[src/rtl/ppo_regs.svh]
// Register map, field positions, reset values and encodings of the pin override port
`ifndef PPO_REGS_SVH
`define PPO_REGS_SVH


`define PPO_PINS        8
`define PPO_DEC_W       8
`define PPO_ADDR_OUT    8'h00
`define PPO_ADDR_DIR    8'h04
`define PPO_ADDR_PIN    8'h08
`define PPO_ADDR_SFC    8'h0c
`define PPO_RST_OUT     8'h00
`define PPO_RST_DIR     8'h00
`define PPO_RST_SFC     8'h00
`define PPO_PUD_BIT     2
`define PPO_PU_SEL      3'b010
`define PPO_RESP_OKAY   2'b00
`define PPO_RESP_SLVERR 2'b10
`define PPO_ZERO_HI     24'h000000

`endif

[src/rtl/ppo_pkg.sv]
// Types shared by the pin override port
package ppo_pkg;

    typedef logic [7:0] ppo_byte_t;

    typedef enum logic [0:0] {
        PPO_RD_IDLE = 1'b0,
        PPO_RD_RESP = 1'b1
    } ppo_rd_state_e;

    typedef enum logic [0:0] {
        PPO_WR_COLLECT = 1'b0,
        PPO_WR_RESP    = 1'b1
    } ppo_wr_state_e;

endpackage : ppo_pkg

[src/rtl/ppo_pin_sync.sv]
// Three-stage input synchroniser per pin; value changes once stages two and three agree
`timescale 1ns/1ps
`include "ppo_regs.svh"
module ppo_pin_sync (
    // Clock and reset
    input  wire logic                   clock,
    input  wire logic                   rst,
    // Asynchronous pin levels
    input  wire logic [`PPO_PINS-1:0]   async_in,
    // Synchronised levels
    output logic      [`PPO_PINS-1:0]   sync_out
);

    logic [`PPO_PINS-1:0] s1_q;
    logic [`PPO_PINS-1:0] s2_q;
    logic [`PPO_PINS-1:0] s3_q;
    logic [`PPO_PINS-1:0] out_q;
    logic [`PPO_PINS-1:0] out_d;

    genvar g;
    generate
        for (g = 0; g < `PPO_PINS; g = g + 1) begin : g_bit
            always_comb begin
                out_d[g] = (s2_q[g] == s3_q[g]) ? s3_q[g] : out_q[g];
            end
        end
    endgenerate

    always_ff @(posedge clock) begin
        if (rst) begin
            s1_q  <= '0;
            s2_q  <= '0;
            s3_q  <= '0;
            out_q <= '0;
        end else begin
            s1_q  <= async_in;
            s2_q  <= s1_q;
            s3_q  <= s2_q;
            out_q <= out_d;
        end
    end

    assign sync_out = out_q;

endmodule : ppo_pin_sync

[src/rtl/ppo_port.sv]
// One eight-pin port with alternate-function overrides and an AXI4-Lite register slave
//
// The implementer's own choices: the placing of the registers and register access over AXI4-Lite.
`timescale 1ns/1ps
`include "ppo_regs.svh"
module ppo_port (
    // Clock and reset
    input  wire logic                   clock,
    input  wire logic                   rst,
    // AXI4-Lite write address
    input  wire logic [31:0]            s_axi_awaddr,
    input  wire logic                   s_axi_awvalid,
    output logic                        s_axi_awready,
    // AXI4-Lite write data
    input  wire logic [31:0]            s_axi_wdata,
    input  wire logic [3:0]             s_axi_wstrb,
    input  wire logic                   s_axi_wvalid,
    output logic                        s_axi_wready,
    // AXI4-Lite write response
    output logic [1:0]                  s_axi_bresp,
    output logic                        s_axi_bvalid,
    input  wire logic                   s_axi_bready,
    // AXI4-Lite read address
    input  wire logic [31:0]            s_axi_araddr,
    input  wire logic                   s_axi_arvalid,
    output logic                        s_axi_arready,
    // AXI4-Lite read data
    output logic [31:0]                 s_axi_rdata,
    output logic [1:0]                  s_axi_rresp,
    output logic                        s_axi_rvalid,
    input  wire logic                   s_axi_rready,
    // Sleep state from the power controller, shared by all ports
    input  wire logic                   sleep_mode,
    // Per-pin overrides from peripheral modules
    input  wire logic [`PPO_PINS-1:0]   pullup_override_enable,
    input  wire logic [`PPO_PINS-1:0]   pullup_override_value,
    input  wire logic [`PPO_PINS-1:0]   direction_override_enable,
    input  wire logic [`PPO_PINS-1:0]   direction_override_value,
    input  wire logic [`PPO_PINS-1:0]   out_value_override_enable,
    input  wire logic [`PPO_PINS-1:0]   out_value_override_value,
    input  wire logic [`PPO_PINS-1:0]   input_enable_override_enable,
    input  wire logic [`PPO_PINS-1:0]   input_enable_override_value,
    // Paths back to peripheral modules
    output logic      [`PPO_PINS-1:0]   alt_digital_input,
    output logic      [`PPO_PINS-1:0]   analog_pad_path,
    // Pad controls
    input  wire logic [`PPO_PINS-1:0]   pad_in,
    output logic      [`PPO_PINS-1:0]   pad_out,
    output logic      [`PPO_PINS-1:0]   pad_oe_n,
    output logic      [`PPO_PINS-1:0]   pad_pullup_en,
    output logic      [`PPO_PINS-1:0]   pad_input_en
);

    // Port registers
    ppo_pkg::ppo_byte_t out_val_q;
    ppo_pkg::ppo_byte_t out_val_d;
    ppo_pkg::ppo_byte_t dir_q;
    ppo_pkg::ppo_byte_t dir_d;
    ppo_pkg::ppo_byte_t sfc_q;
    ppo_pkg::ppo_byte_t sfc_d;

    // Write channel state
    ppo_pkg::ppo_wr_state_e wr_state_q;
    ppo_pkg::ppo_wr_state_e wr_state_d;
    logic                   aw_have_q;
    logic                   aw_have_d;
    logic                   w_have_q;
    logic                   w_have_d;
    logic [`PPO_DEC_W-1:0]  aw_addr_q;
    logic [`PPO_DEC_W-1:0]  aw_addr_d;
    logic [31:0]            w_data_q;
    logic [31:0]            w_data_d;
    logic [3:0]             w_strb_q;
    logic [3:0]             w_strb_d;
    logic [1:0]             bresp_q;
    logic [1:0]             bresp_d;

    // Read channel state
    ppo_pkg::ppo_rd_state_e rd_state_q;
    ppo_pkg::ppo_rd_state_e rd_state_d;
    logic [31:0]            rdata_q;
    logic [31:0]            rdata_d;
    logic [1:0]             rresp_q;
    logic [1:0]             rresp_d;

    // Pin datapath
    logic                   global_pullup_disable;
    logic [`PPO_PINS-1:0]   drive_en;
    logic [`PPO_PINS-1:0]   schmitt_out;
    logic [`PPO_PINS-1:0]   pin_input_bit;

    // Strobes decoded from the bus are common to all pins of the port
    logic                   write_value_strobe;
    logic                   write_direction_strobe;
    logic                   write_sfc_strobe;
    logic                   read_value_strobe;
    logic                   read_pin_strobe;
    logic                   read_direction_strobe;
    logic                   read_sfc_strobe;
    logic                   wr_fire;
    logic                   wr_hit;
    logic [31:0]            rd_word;
    logic                   rd_hit;

    assign global_pullup_disable = sfc_q[`PPO_PUD_BIT];

    // Pin override logic, purely combinational per pin
    genvar g;
    generate
        for (g = 0; g < `PPO_PINS; g = g + 1) begin : g_pin
            always_comb begin
                if (rst) begin
                    pad_pullup_en[g] = 1'b0;
                end else if (pullup_override_enable[g]) begin
                    pad_pullup_en[g] = pullup_override_value[g];
                end else begin
                    pad_pullup_en[g] = ({dir_q[g], out_val_q[g], global_pullup_disable} == `PPO_PU_SEL);
                end
            end

            always_comb begin
                if (direction_override_enable[g]) begin
                    drive_en[g] = direction_override_value[g];
                end else begin
                    drive_en[g] = dir_q[g];
                end
            end

            always_comb begin
                if (out_value_override_enable[g]) begin
                    pad_out[g] = out_value_override_value[g];
                end else begin
                    pad_out[g] = out_val_q[g];
                end
            end

            always_comb begin
                if (input_enable_override_enable[g]) begin
                    pad_input_en[g] = input_enable_override_value[g];
                end else begin
                    pad_input_en[g] = ~sleep_mode;
                end
            end
        end
    endgenerate

    assign pad_oe_n = ~drive_en;

    // Disabled inputs are clamped low ahead of the Schmitt trigger
    assign schmitt_out       = pad_in & pad_input_en;
    assign alt_digital_input = schmitt_out;
    assign analog_pad_path   = pad_in;

    ppo_pin_sync u_sync (
        .clock    (clock),
        .rst      (rst),
        .async_in (schmitt_out),
        .sync_out (pin_input_bit)
    );

    // Write address and data are taken in either order, response follows both
    assign s_axi_awready = (wr_state_q == ppo_pkg::PPO_WR_COLLECT) && !aw_have_q;
    assign s_axi_wready  = (wr_state_q == ppo_pkg::PPO_WR_COLLECT) && !w_have_q;
    assign s_axi_bvalid  = (wr_state_q == ppo_pkg::PPO_WR_RESP);
    assign s_axi_bresp   = bresp_q;

    assign wr_fire = aw_have_q && w_have_q && (wr_state_q == ppo_pkg::PPO_WR_COLLECT);

    // Write decode; the pin input register accepts a write and ignores it
    always_comb begin
        wr_hit                 = 1'b0;
        write_value_strobe     = 1'b0;
        write_direction_strobe = 1'b0;
        write_sfc_strobe       = 1'b0;
        case (aw_addr_q)
            `PPO_ADDR_OUT: begin
                wr_hit             = 1'b1;
                write_value_strobe = wr_fire && w_strb_q[0];
            end
            `PPO_ADDR_DIR: begin
                wr_hit                 = 1'b1;
                write_direction_strobe = wr_fire && w_strb_q[0];
            end
            `PPO_ADDR_PIN: begin
                wr_hit = 1'b1;
            end
            `PPO_ADDR_SFC: begin
                wr_hit           = 1'b1;
                write_sfc_strobe = wr_fire && w_strb_q[0];
            end
            default: begin
                wr_hit = 1'b0;
            end
        endcase
    end

    always_comb begin
        wr_state_d = wr_state_q;
        aw_have_d  = aw_have_q;
        w_have_d   = w_have_q;
        aw_addr_d  = aw_addr_q;
        w_data_d   = w_data_q;
        w_strb_d   = w_strb_q;
        bresp_d    = bresp_q;
        out_val_d  = out_val_q;
        dir_d      = dir_q;
        sfc_d      = sfc_q;
        case (wr_state_q)
            ppo_pkg::PPO_WR_COLLECT: begin
                if (s_axi_awvalid && s_axi_awready) begin
                    aw_have_d = 1'b1;
                    aw_addr_d = s_axi_awaddr[`PPO_DEC_W-1:0];
                end
                if (s_axi_wvalid && s_axi_wready) begin
                    w_have_d = 1'b1;
                    w_data_d = s_axi_wdata;
                    w_strb_d = s_axi_wstrb;
                end
                if (wr_fire) begin
                    aw_have_d  = 1'b0;
                    w_have_d   = 1'b0;
                    bresp_d    = wr_hit ? `PPO_RESP_OKAY : `PPO_RESP_SLVERR;
                    wr_state_d = ppo_pkg::PPO_WR_RESP;
                end
                if (write_value_strobe) begin
                    out_val_d = w_data_q[7:0];
                end
                if (write_direction_strobe) begin
                    dir_d = w_data_q[7:0];
                end
                if (write_sfc_strobe) begin
                    sfc_d = w_data_q[7:0];
                end
            end
            ppo_pkg::PPO_WR_RESP: begin
                if (s_axi_bready) begin
                    wr_state_d = ppo_pkg::PPO_WR_COLLECT;
                end
            end
            default: begin
                wr_state_d = ppo_pkg::PPO_WR_COLLECT;
            end
        endcase
    end

    always_ff @(posedge clock) begin
        if (rst) begin
            wr_state_q <= ppo_pkg::PPO_WR_COLLECT;
            aw_have_q  <= 1'b0;
            w_have_q   <= 1'b0;
            aw_addr_q  <= '0;
            w_data_q   <= '0;
            w_strb_q   <= '0;
            bresp_q    <= `PPO_RESP_OKAY;
            out_val_q  <= `PPO_RST_OUT;
            dir_q      <= `PPO_RST_DIR;
            sfc_q      <= `PPO_RST_SFC;
        end else begin
            wr_state_q <= wr_state_d;
            aw_have_q  <= aw_have_d;
            w_have_q   <= w_have_d;
            aw_addr_q  <= aw_addr_d;
            w_data_q   <= w_data_d;
            w_strb_q   <= w_strb_d;
            bresp_q    <= bresp_d;
            out_val_q  <= out_val_d;
            dir_q      <= dir_d;
            sfc_q      <= sfc_d;
        end
    end

    // Read channel: one cycle from address to data
    assign s_axi_arready = (rd_state_q == ppo_pkg::PPO_RD_IDLE);
    assign s_axi_rvalid  = (rd_state_q == ppo_pkg::PPO_RD_RESP);
    assign s_axi_rdata   = rdata_q;
    assign s_axi_rresp   = rresp_q;

    assign read_value_strobe     = s_axi_arvalid && s_axi_arready
                                && (s_axi_araddr[`PPO_DEC_W-1:0] == `PPO_ADDR_OUT);
    assign read_direction_strobe = s_axi_arvalid && s_axi_arready
                                && (s_axi_araddr[`PPO_DEC_W-1:0] == `PPO_ADDR_DIR);
    assign read_pin_strobe       = s_axi_arvalid && s_axi_arready
                                && (s_axi_araddr[`PPO_DEC_W-1:0] == `PPO_ADDR_PIN);
    assign read_sfc_strobe       = s_axi_arvalid && s_axi_arready
                                && (s_axi_araddr[`PPO_DEC_W-1:0] == `PPO_ADDR_SFC);

    // Read data selection; an unmapped address reads zero
    always_comb begin
        rd_word = '0;
        rd_hit  = 1'b0;
        if (read_value_strobe) begin
            rd_word = {`PPO_ZERO_HI, out_val_q};
            rd_hit  = 1'b1;
        end
        if (read_direction_strobe) begin
            rd_word = {`PPO_ZERO_HI, dir_q};
            rd_hit  = 1'b1;
        end
        if (read_pin_strobe) begin
            rd_word = {`PPO_ZERO_HI, pin_input_bit};
            rd_hit  = 1'b1;
        end
        if (read_sfc_strobe) begin
            rd_word = {`PPO_ZERO_HI, sfc_q};
            rd_hit  = 1'b1;
        end
    end

    always_comb begin
        rd_state_d = rd_state_q;
        rdata_d    = rdata_q;
        rresp_d    = rresp_q;
        case (rd_state_q)
            ppo_pkg::PPO_RD_IDLE: begin
                if (s_axi_arvalid) begin
                    rd_state_d = ppo_pkg::PPO_RD_RESP;
                    rdata_d    = rd_word;
                    rresp_d    = rd_hit ? `PPO_RESP_OKAY : `PPO_RESP_SLVERR;
                end
            end
            ppo_pkg::PPO_RD_RESP: begin
                if (s_axi_rready) begin
                    rd_state_d = ppo_pkg::PPO_RD_IDLE;
                end
            end
            default: begin
                rd_state_d = ppo_pkg::PPO_RD_IDLE;
            end
        endcase
    end

    always_ff @(posedge clock) begin
        if (rst) begin
            rd_state_q <= ppo_pkg::PPO_RD_IDLE;
            rdata_q    <= '0;
            rresp_q    <= `PPO_RESP_OKAY;
        end else begin
            rd_state_q <= rd_state_d;
            rdata_q    <= rdata_d;
            rresp_q    <= rresp_d;
        end
    end

endmodule : ppo_port

[config.mk]
export PLATFORM = sky130hd
export DESIGN_NAME = ppo_port
export DESIGN_NICKNAME = d
export VERILOG_FILES = /design/src/rtl/ppo_pkg.sv /design/src/rtl/ppo_pin_sync.sv /design/src/rtl/ppo_port.sv
export VERILOG_INCLUDE_DIRS = /design/src /design/src/rtl
export SDC_FILE = /design/constraint.sdc
export NUM_CORES = 1
export LEC_CHECK = 0
export BUFFER_PORTS_ARGS = -buffer_cell sky130_fd_sc_hd__buf_2
export CORE_AREA = 3 3 105 107
export CTS_CLUSTER_DIAMETER = 50
export DETAILED_ROUTE_END_ITERATION = 16
export DIE_AREA = 0 0 108 110
export PLACE_DENSITY_LB_ADDON = 0.25
export SYNTH_ARGS = -nofsm -noshare
export SYNTH_HDL_FRONTEND = slang
export SYNTH_SLANG_ARGS = --single-unit
export TNS_END_PERCENT = 1
[constraint.sdc]
create_clock -name clock -period 2.3 [get_ports clock]
set_input_delay 0.115 -clock clock [delete_from_list [all_inputs] [get_ports clock]]
set_output_delay 0.115 -clock clock [all_outputs]
set_load 0.01 [all_outputs]
-- Word level (Yosys, flattened, before mapping)
Index checks and enable logic that the tools add are counted.
- output and inout bits: 89
- input bits: 180
- register bits after elaboration: 113
- muxes and demuxes: 64
- bitwise operators: 5
- eq/ne operators: 22
- reduce and logical (&&, ||, !) cells: 28
- operators by type and width (cell ; count):
    $mux W32 ; 3
    $mux W1 ; 56
    $eq A8 B4 Y1 const B ; 4
    $eq A3 B2 Y1 const B ; 8
    $reduce_and A2 Y1 ; 9
    $eq A8 B3 Y1 const B ; 2
    $logic_not A8 Y1 ; 2
    $logic_and A1 B1 Y1 ; 12
    $and A8 B8 Y8 ; 1
    $eq A1 B1 Y1 ; 8
    $mux W8 ; 1
    $not A8 Y8 ; 1
    $mux W2 ; 2
    $pmux W1 S2 ; 2
    $reduce_bool A2 Y1 ; 2
    $reduce_or A4 Y1 ; 1
    $not A1 Y1 ; 3
    $logic_not A1 Y1 ; 2

-- Longest topological paths before layout
Gate-level depths: netlist of the first run.
- word-level depth: 8
- gate-level depth with buffers: 5

-- Modules after synthesis
A second synthesis of the first run with hierarchy kept.
- cell total of the unflattened synthesis: 409
- area, all modules: 3992.6 um^2
- by module, submodules not included (module ; times used ; cells an instance ; area an instance (um^2)):
    ppo_port ; 1 ; 326 ; 3069.2
    ppo_pin_sync ; 1 ; 83 ; 923.4

-- Worst setup path before layout of the first run
No wires, ideal clock.
- path type: reg2reg
- start: register wr_state_q (netlist: s_axi_bvalid)
- end: register dir_q[3]
- arrival: 1.223 ns
- path slack: 0.956 ns
- stages on the path, launching flop included: 6
- path through: dfxtp_1 -> and3b_1 -> buf_6 -> and4_1 -> clkbuf_2 -> mux2i_1
- word-level cells in the longest chain between the ends: 5
- RTL lines (what ; RTL line ; RTL):
    from (decl) ; ppo_port.sv:63 ; ppo_pkg::ppo_wr_state_e wr_state_q;
    from (signal assigned) ; ppo_port.sv:248 ; wr_state_q <= ppo_pkg::PPO_WR_COLLECT;
    from (signal assigned) ; ppo_port.sv:259 ; wr_state_q <= wr_state_d;
    $not A1 Y1 (no line) * ; -- ;
    $logic_and A1 B1 Y1 ; ppo_port.sv:167 ; assign wr_fire = aw_have_q && w_have_q && (wr_state_q == ppo_pkg::PPO_WR_COLLECT);
    $logic_and A1 B1 Y1 ; ppo_port.sv:182 ; write_direction_strobe = wr_fire && w_strb_q[0];
    $mux W1 ; ppo_port.sv:175 ; case (aw_addr_q)
    $reduce_and A2 Y1 (no line) * ; -- ;
    to (signal assigned) ; ppo_port.sv:256 ; dir_q <= `PPO_RST_DIR;
    to (signal assigned) ; ppo_port.sv:267 ; dir_q <= dir_d;
    to (decl) ; ppo_port.sv:57 ; ppo_pkg::ppo_byte_t dir_q;
Mark *: on every way between the ends. The rest lies on a longest branch, timed or not.
A chain may end at the register's enable or synchronous reset.

-- Worst setup path in the final report of the first run
- start: register sfc_q[2]
- end: output port pad_pullup_en[4]
- word-level cells in the longest chain between the ends: 3
- RTL lines (what ; RTL line ; RTL):
    from (decl) ; ppo_port.sv:59 ; ppo_pkg::ppo_byte_t sfc_q;
    from (signal assigned) ; ppo_port.sv:257 ; sfc_q <= `PPO_RST_SFC;
    $eq A3 B2 Y1 (no line) ; -- ;
    $mux W1 ; ppo_port.sv:114 ; end else if (pullup_override_enable[g]) begin
    $mux W1 ; ppo_port.sv:112 ; if (rst) begin
    to (decl) ; ppo_port.sv:50 ; output logic [`PPO_PINS-1:0] pad_pullup_en,
No other way between the ends.

==> results of run 1 <==
final cells by class:
type	instances	area, um2	area share [%]
clock buffers	11	151	2.96
multi-input cells	292	2010	39.3
clock inverters	3	67.6	1.32
inverters	3	11.3	0.220
repair buffers	179	958	18.8
well taps	136	170	3.33
flip-flops and latches	87	1740	34.1
tightest hold or removal path, stage by stage:
cell and delay [ns]:
buf_2 0.08, mux2i_1 0.06, nor2_1 0.07
logic make-up (layout without fill, tap and decap cells):
logic type,Yosys count,count (layout),share of synthesized area [%]
mux,65,65,19.0
simple gates,156,156,22.9
compound gates,45,45,5.72
flops,87,87,43.5
other cells,1,26,0.0936
buf+inv,57,196,8.87
what timing repair did:
item / 4_1_cts / 5_1_grt
setup endpoints to repair: 0 / 0
hold buffers: 8 / 0
endpoints found under the hold margin: 8 / 0
cell usage in the layout, fill, tap and decap left out, drive strengths merged, types with 16 or more instances in the layout:
master / synthesis / layout
buf: 39 / 171
dfxtp: 87 / 87
mux2i: 49 / 49
nand2b: 35 / 35
nor2: 33 / 33
a21oi: 28 / 28
conb: 1 / 26
nand2: 24 / 24
nor2b: 17 / 17
o21ai: 16 / 16
registers in the layout, summed over array words and instances (netlist names):
register         flops
s_axi_bvalid         1
u_sync.s2_q          8
s_axi_rvalid         1
w_have_q             1
w_data_q             8
u_sync.s1_q          8
aw_have_q            1
s_axi_rdata          8
s_axi_rresp          1
sfc_q                8
u_sync.s3_q          8
w_strb_q             1
aw_addr_q            8
out_val_q            8
s_axi_bresp          1
dir_q                8
u_sync.sync_out      8
layer usage:
metal  track usage, %  wire [um]  vias to the layer above
met2             26.0       4560                      116
li1                 -          -                     1679
met5                0          0                        -
met3             2.74        643                       13
met1             18.1       3750                     1529
met4             5.77        150                        0
worst paths after layout:
path                                   from                   endpoint  slack, ns  cells past startpoint
setup reg to reg    s_axi_bvalid$_SDFF_PP0_  out_val_q[0]$_SDFFE_PP0P_       0.70                      3
hold reg to reg   u_sync.s1_q[6]$_SDFF_PP0_  u_sync.s2_q[6]$_SDFF_PP0_       0.44                      1
hold / removal               s_axi_wdata[2]   w_data_q[2]$_SDFFE_PP0P_      0.009                      3
setup / recovery      sfc_q[2]$_SDFFE_PP0P_           pad_pullup_en[4]       0.70                      4
report_power, final:
group	internal (mW)	leakage (nW)	total [mW]	switching [mW]
Clock	0.659	0.108	1.17	0.509
Sequential	1.55	0.707	1.57	0.0262
Combinational	0.207	1.64	0.418	0.212
Total	2.41	2.46	3.16	0.747
Yosys cell counts, drive strengths merged:
library cell	instances
nor3	2
mux2i	49
dfxtp	87
nor4	2
nand2	24
a21oi	28
nand4	11
and2	8
mux2	8
nor3b	3
clkbuf	15
o21ai	16
and3b	10
and3	2
conb	1
nor2b	17
buf	39
mux4	8
a311oi	1
inv	3
and4	1
nor4b	8
nand2b	35
nor2	33
through the flow:
stage               total power, mW  hold WS [ns]  util (%)  area, um2  cells
CTS                            3.20      0.000820      49.9       5110    711
floorplan                      1.88         0.262         -       4100    436
global route                   3.30        0.0229      49.9       5110    711
global placement               2.01         0.355      47.0       4810    689
detailed placement             2.02         0.359      47.0       4810    689
finish                         3.16       0.00918      49.9       5110    711
==> flow_summary.ini, run 1 <==
[detailed_routing]
drtIter0Drc = 106
wl_per_cell_um = 12.8
num_vias = 3337
drc = 0
drt-pass1-iter-count = 4
wirelength_um = 9100
ant_nets = 0
vias_per_cell = 4.69

[synthesis]
post_synth_num_cell_types = 29
yosys.area.top_type = dfxtp_1
ys_ff_latch = 87
yosys-top-cells-area = dfxtp_1 43%, mux2i_1 12%, buf_4 6.4%
synth.yosys.seq_area_share_pct = 43.5
synth_cells = 411
avgSynthCellArea_um2 = 9.75
yosysTopAreaCellShare_pct = 43.5
syn_area_mm2 = 0.00401
yosysWarnings = 0

[pwr]
ir_drop_mv = 0.258
p_per_area_mw_per_mm2 = 618
power.leakage_nw = 2.46

[timing]
relSlewSlack_pct = 42.3
rsz0062_at_grt = false
finalSetupViolCount = 0
min_period_ns = 1.60
tns_ns = 0
setup_slack_ns = 0.696
slew_viol_final = 0
hold_viol_final = 0
fin_skew_ns = 0.0104
fmax_ghz = 0.623
finalCritPeriodShare_pct = 69.8
worst_pin_slew_ns = 0.859

[setup_path]
cp_num_buf_inv = 1
worst_path_max_delay_cell = dfxtp_1
end_kind = output pin
cp.arrival_ns = 1.49
critical_path_class = register to output pin
required_ns = 2.18
critical-path-top-delay-family = flip-flops
cpPeakStageDelay_ns = 0.47
path_cells = nor4b_1 -> a21oi_1 -> nor2_1 -> buf_2
crit_fanout = 10
crit_path_start_kind = register

[place]
gp_congestion = 0.726
pre_cts_ws_ns = 0.701
portBuffers = 167
dp_hpwl_um = 6740

[clock_tree]
post_cts_buffers = 0
cts_tree = built
clk_pin_slew_worst_paths_ns = 0.08
clock_path_buffers = 2
clock_latency_ns = 0.35
cts.repair.resized = 0
clkSinkCount = 87
cts_root_buf = clkbuf_8
numCtsBuffers = 9
ctsHtreeMaxLevel = 3

[finish]
layout-drive-gt1-share_pct = 35.8
nets = 752
area_growth_syn_to_layout_pct = 27.5
fillers = 963
diodes = 0

[die]
core_area_mm2 = 0.0102
dieArea_mm2 = 0.0119
die_w_um = 108
die_y_um = 110
rows = 37
start_util_pct = 39.2
ios = 269

[grt]
grt_pass1_vias = 3052
antenna_found_initial = 0
grt_max_degree = 67
track_usage_pct = 14.8
grt.overflow.total = 0
grt_pass1_wl_um = 14000

[run]
cap_violations = 0

[outcome]
status = finished, final reports clean

[hold_path]
hold_class = primary input to register
Note: power is estimated with default switching activity, not from simulation.
==> run 2, diff against run 1 <==
--- a/config.mk
+++ b/config.mk
@@ -7,10 +7,11 @@
 export NUM_CORES = 1
 export LEC_CHECK = 0
 export BUFFER_PORTS_ARGS = -buffer_cell sky130_fd_sc_hd__buf_2
-export CORE_AREA = 3 3 105 107
+export CORE_ASPECT_RATIO = 0.8
+export CORE_MARGIN = 3
+export CORE_UTILIZATION = 42
 export CTS_CLUSTER_DIAMETER = 50
 export DETAILED_ROUTE_END_ITERATION = 16
-export DIE_AREA = 0 0 108 110
 export PLACE_DENSITY_LB_ADDON = 0.25
 export SYNTH_ARGS = -nofsm -noshare
 export SYNTH_HDL_FRONTEND = slang
==> constraint.sdc (replaced) <==
create_clock -name clock -period 1.6 [get_ports clock]
set_input_delay 0.08 -clock clock [delete_from_list [all_inputs] [get_ports clock]]
set_output_delay 0.08 -clock clock [all_outputs]
set_load 0.01 [all_outputs]
==> run 2 against run 1 <==
Worst hold slack got worse by 0.0023 ns. Cell area rose by 1.8%. Clock skew fell by 0.0052 ns. First-iteration DRC count rose by 35%. Global-route usage rose by 2.2 points. Critical path depth fell by 1. Total power rose by 49%. Setup slack got worse by 0.56 ns. Sequential share of layout area fell by 0.57 points. Via count rose by 1.9%. Clock-buffer cell count did not move.
==> flow_summary.ini, run 2 (same netlist as run 1, synthesis figures left out) <==
[outcome]
status = finished, final reports clean

[pwr]
ir_drop_mv = 0.458
power.leakage_nw = 2.51
p_per_area_mw_per_mm2 = 906
power_mw = 4.71

[setup_path]
critical_path_class = register to register
r2r_cells = 3
cp.arrival_ns = 1.71
reg2reg_from = aw_addr_q[7]$_SDFFE_PP0P_
end_kind = register
worst_path_max_delay_cell = and4_1
crit_path_start_kind = register
required_ns = 1.85
path_cells = nor4_4 -> and4_1 -> mux2i_1
r2r_end = dir_q[5]$_SDFFE_PP0P_
ff2ff_setup_slack_ns = 0.14
cpPeakStageDelay_ns = 0.43
crit_fanout = 5

[hold_path]
whs_path_depth = 3
hold_end = aw_addr_q[3]$_SDFFE_PP0P_
hold_class = primary input to register
hp-start = s_axi_awaddr[3]

[finish]
layout-drive-gt1-share_pct = 37.3
final_common_cell = buf_2
diodes = 0
nets = 758
final_cell_mix = 167 x buf_2, 86 x dfxtp_1, 49 x mux2i_1
area_growth_syn_to_layout_pct = 29.8
fillers = 805

[timing]
relSlewSlack_pct = 59.9
rsz0062_at_grt = false
tns_ns = 0
fmax_ghz = 0.684
finalSetupViolCount = 0
slew_viol_final = 0
hold_viol_final = 0
fin_skew_ns = 0.00523
worst_pin_slew_ns = 0.600
min_period_ns = 1.46
finalCritPeriodShare_pct = 91.4

[clock_tree]
clock_path_buffers = 2
clk_pin_slew_worst_paths_ns = 0.05
numCtsBuffers = 9
clock_latency_ns = 0.32
ctsHtreeMaxLevel = 3
cts_root_buf = clkbuf_16
clkSinkCount = 87
cts_tree = built

[run]
cap_violations = 0

[die]
core_area_mm2 = 0.00915
dieArea_mm2 = 0.0108
ios = 269
start_util_pct = 43.8
die_y_um = 93.4
die_w_um = 115
rows = 31

[grt]
grt_pass1_vias = 3100
grt_max_degree = 104
antenna_found_initial = 1
track_usage_pct = 17.0
grt_pass1_wl_um = 14600
grt.overflow.total = 0

[detailed_routing]
vias_per_cell = 4.88
drt-pass1-iter-count = 5
wirelength_um = 9250
drtIter0Drc = 143
drc = 0
ant_nets = 0
num_vias = 3399
wl_per_cell_um = 13.3

[place]
dp_hpwl_um = 6930
portBuffers = 167
gp_congestion = 0.761
## run 2: cell count changes in the layout (fill, tap and decap cells not counted)
cell / before / now
clkbuf_8: 11 / 1
clkbuf_16: 0 / 9
buf_4: 3 / 9
nor4b_1: 8 / 4
nor4b_2: 0 / 4
clkinv_2: 0 / 3
bufinv_16: 2 / 0
clkbuf_1: 0 / 1
dfxtp_1: 87 / 86
dfxtp_2: 0 / 1
## run 2: critical path: cells and delay by family, from the launching register on
family           cells  cell delay (ns)
multiplexers         1             0.21
AND/OR/NAND/NOR      2             0.85
flip-flops           1             0.33
## run 2: metrics by stage
step	setup slack, ns	hold WS, ns	util [%]	area (um2)	cells
2_1_floorplan	0.256	0.227	-	4100	436
3_3_place_gp	0.164	0.315	52.7	4830	674
3_5_place_dp	0.137	0.324	52.7	4830	674
4_1_cts	0.0479	0.00263	56.6	5180	697
5_1_grt	0.0225	0.00323	56.8	5200	697
6_report	0.137	0.00687	56.8	5200	697
## run 2: power by group
group,switching (mW),internal (mW)
registers,0.0378,2.23
clock network,0.757,1.08
logic,0.314,0.302
## run 2: final cells by class
| cell class | count | area, um2 | area share [%] |
|---|---|---|---|
| clock buffers | 11 | 243 | 4.67 |
| well taps | 115 | 144 | 2.77 |
| flip-flops and latches | 87 | 1740 | 33.5 |
| multi-input cells | 292 | 2030 | 39.1 |
| clock inverters | 4 | 22.5 | 0.433 |
| repair buffers | 185 | 1000 | 19.3 |
| inverters | 3 | 11.3 | 0.217 |
## run 2: how the worst max path moves through the flow
stage / from / endpoint
finish: aw_addr_q[7]$_SDFFE_PP0P_ / dir_q[5]$_SDFFE_PP0P_
global route: aw_addr_q[7]$_SDFFE_PP0P_ / dir_q[5]$_SDFFE_PP0P_
CTS: sfc_q[2]$_SDFFE_PP0P_ / pad_pullup_en[7]
detailed placement: aw_addr_q[7]$_SDFFE_PP0P_ / dir_q[5]$_SDFFE_PP0P_
global placement: aw_addr_q[7]$_SDFFE_PP0P_ / dir_q[5]$_SDFFE_PP0P_
floorplan: s_axi_bvalid$_SDFF_PP0_ / dir_q[3]$_SDFFE_PP0P_
## run 2: routing by layer
layer	track usage [%]	share of wire, %	vias to the layer above
met5	0	0.14	-
met4	3.91	0.62	2
met3	4.66	7.3	10
met2	28.9	49	140
met1	21.6	43	1549
li1	-	-	1698
## run 2: timing repair
action / in CTS / in global routing
hold buffers: 8 / 0
endpoints found under the hold margin: 8 / 0
gates resized for setup: 1 / 4
buffers inserted: 0 / 0
endpoints found under the setup margin: 1 / 8
==> run 3, diff against run 2 <==
--- a/config.mk
+++ b/config.mk
@@ -6,10 +6,11 @@
 export SDC_FILE = /design/constraint.sdc
 export NUM_CORES = 1
 export LEC_CHECK = 0
+export ABC_AREA = 1
 export BUFFER_PORTS_ARGS = -buffer_cell sky130_fd_sc_hd__buf_2
 export CORE_ASPECT_RATIO = 0.8
 export CORE_MARGIN = 3
-export CORE_UTILIZATION = 42
+export CORE_UTILIZATION = 43
 export CTS_CLUSTER_DIAMETER = 50
 export DETAILED_ROUTE_END_ITERATION = 16
 export PLACE_DENSITY_LB_ADDON = 0.25
==> run 3 against run 2 <==
Total power up 13%. Cell count up 24%. Sequential power up 2%. Maximum frequency down 0.47%. Clock skew about the same. Synthesized cell count up 40%. Critical endpoint is now sfc_q[6]$_SDFFE_PP0P_.
==> flow_summary.ini, run 3 <==
[finish]
fin_util_pct = 58.0
final_common_cell = buf_2
final_cell_mix = 167 x buf_2, 96 x nor2_1, 87 x dfxtp_1
seq_area_mm2 = 0.00174
area_growth_syn_to_layout_pct = 29.3
fillers = 869
layout-drive-gt1-share_pct = 28.9
multi_input_area_mm2 = 0.00186
nets = 921

[timing]
fin_skew_ns = 0.00527
min_period_ns = 1.47
fmax_ghz = 0.681
finalCritPeriodShare_pct = 91.8
slew_viol_final = 0
rsz0062_at_grt = false
hold_viol_final = 0
finalSetupViolCount = 0
tns_ns = 0

[pwr]
p_per_area_mw_per_mm2 = 990
switching_share_pct = 23.6
p_seq_share_pct = 43.5
pwr-share-comb_pct = 13.2
power.leakage_nw = 2.52
ir_drop_mv = 0.607
pwr-share-clk_pct = 43.3
power_switching_mw = 1.25
internal_power_mw = 4.05

[die]
die_y_um = 93.8
dieArea_mm2 = 0.0109
start_util_pct = 44.9
rows = 31
ios = 269
core_area_mm2 = 0.00923
die_w_um = 116

[run]
cap_violations = 0

[detailed_routing]
dr_wl_met2_um = 5320
wl_per_cell_um = 12.6
drtIter0Drc = 184
vias_per_cell = 4.80
wl_met3_um = 869
wirelength_um = 10800
drt-pass1-iter-count = 4
ant_nets = 0
met1Wirelength_um = 4530
num_vias = 4133
highest_layer = met5
drc = 0

[grt]
grt_pass1_vias = 3874
track_usage_pct = 19.9
antenna_found_initial = 2
grt.overflow.total = 0
grt_max_degree = 33
grt_pass1_wl_um = 17100

[setup_path]
required_ns = 1.85
crit_fanout = 6
cpPeakStageDelay_ns = 0.37
cp_num_buf_inv = 1
crit_path_start_kind = register
end_kind = register
critical_path_class = register to register
path_cells = nor2_2 -> nand3_1 -> nor3_4 -> buf_4 -> nand2_1 -> a21oi_1
worst_path_max_delay_cell = nor3_4
cp.arrival_ns = 1.72
critical-path-top-delay-family = simple AND/OR/NAND/NOR gates

[clock_tree]
cts_root_buf = clkbuf_16
clock_latency_ns = 0.33
clock_path_buffers = 2
clk_pin_slew_worst_paths_ns = 0.06
ctsHtreeMaxLevel = 3
clkSinkCount = 87
numCtsBuffers = 9
cts_tree = built

[synthesis]
synth_edf_count = 0
synth.yosys.seq_area_share_pct = 42.0
ys.flop_type = dfxtp_1
syn_area_mm2 = 0.00414
synth_most_common_cell = nor2_1
synthArstFlopShare_pct = 0
synth_cells = 577
synthTopCellsByCount = 96 x nor2_1, 87 x dfxtp_1, 78 x inv_1, 78 x nand2_1, 51 x a21oi_1
ys_ff_latch = 87
yosysWarnings = 0
yosys.area.top_type = dfxtp_1
yosys-top-cells-area = dfxtp_1 42%, nor2_1 8.7%, inv_1 7.1%
post_synth_num_cell_types = 31
avgSynthCellArea_um2 = 7.18
yosysTopAreaCellShare_pct = 42.0

[place]
portBuffers = 167
gp_congestion = 0.838
dp_hpwl_um = 8380

[hold_path]
hold_class = primary input to register

[outcome]
status = finished, final reports clean
[run 3: cell types whose count changed in the layout (fill, tap and decap cells not counted), sizes merged, moves of 23 or more]
cell	change
nor2	+69
nand2b	-35
inv	+77
nand3	+24
o21ai	+26
a21oi	+23
nand2	+56
mux2i	-49
[run 3: cells by family (layout without fill, tap and decap cells)]
kind of cell	after synthesis	in the layout	share of synthesized area, %
buf+inv	133	276	15.5
compound gates	118	118	15.6
other cells	1	27	0.0905
simple gates	230	230	24.6
mux	8	8	2.17
flops	87	87	42.0
[run 3: stage by stage]
| stage | instances | power, mW | setup WS, ns | cell area (um2) | hold slack [ns] |
|---|---|---|---|---|---|
| 2_1_floorplan | 602 | 2.79 | 0.306 | 4240 | 0.223 |
| 3_3_place_gp | 841 | 3.02 | 0.187 | 4980 | 0.332 |
| 3_5_place_dp | 841 | 3.05 | 0.161 | 4980 | 0.337 |
| 4_1_cts | 860 | 5.35 | 0.117 | 5340 | 0.000531 |
| 5_1_grt | 861 | 5.54 | 0.0127 | 5360 | 0.00764 |
| 6_report | 861 | 5.31 | 0.131 | 5360 | 0.00533 |
[run 3: final timing paths]
kind,from,end,slack [ns],depth (start not counted)
max,aw_addr_q[7]$_SDFFE_PP0P_,sfc_q[6]$_SDFFE_PP0P_,0.13,6
min,pad_in[0],u_sync.s1_q[0]$_SDFF_PP0_,0.005,3
max reg2reg,aw_addr_q[7]$_SDFFE_PP0P_,sfc_q[6]$_SDFFE_PP0P_,0.13,6
min reg2reg,u_sync.s1_q[7]$_SDFF_PP0_,u_sync.s2_q[7]$_SDFF_PP0_,0.40,2
[run 3: power by group through the flow]
stage	logic, mW	registers [mW]	clock network [mW]
global placement	0.671	2.35	0
global route	0.793	2.32	2.43
detailed placement	0.689	2.36	0
CTS	0.701	2.31	2.34
floorplan	0.441	2.35	0
finish	0.698	2.31	2.30
[run 3: layer usage]
metal	vias up	track usage, %
li1	2124	-
met1	1840	23.9
met2	158	34.3
met3	9	4.96
met4	2	7.25
met5	-	0
[run 3: worst min-delay path, stage by stage]
cell    delay, ns
buf_2        0.10
inv_1        0.06
nor3_1       0.05
[run 3: repair_timing]
item / CTS / global route
gates resized for setup: 1 / 2
pin swaps: 0 / 0
hold buffers: 4 / 0
buffers inserted: 0 / 0
hold endpoints to repair: 4 / 0
endpoints found under the setup margin: 1 / 7
[run 3: area by class of cell]
class                      instances  share of cell area, %
multi-input combinational        382                   34.8
sequential                        87                   32.5
timing repair buffer             181                   18.2
inverter                          80                   5.61
clock buffer                      11                   4.34
tap                              115                   2.69
clock inverter                     4                   1.78
antenna                            1                 0.0467
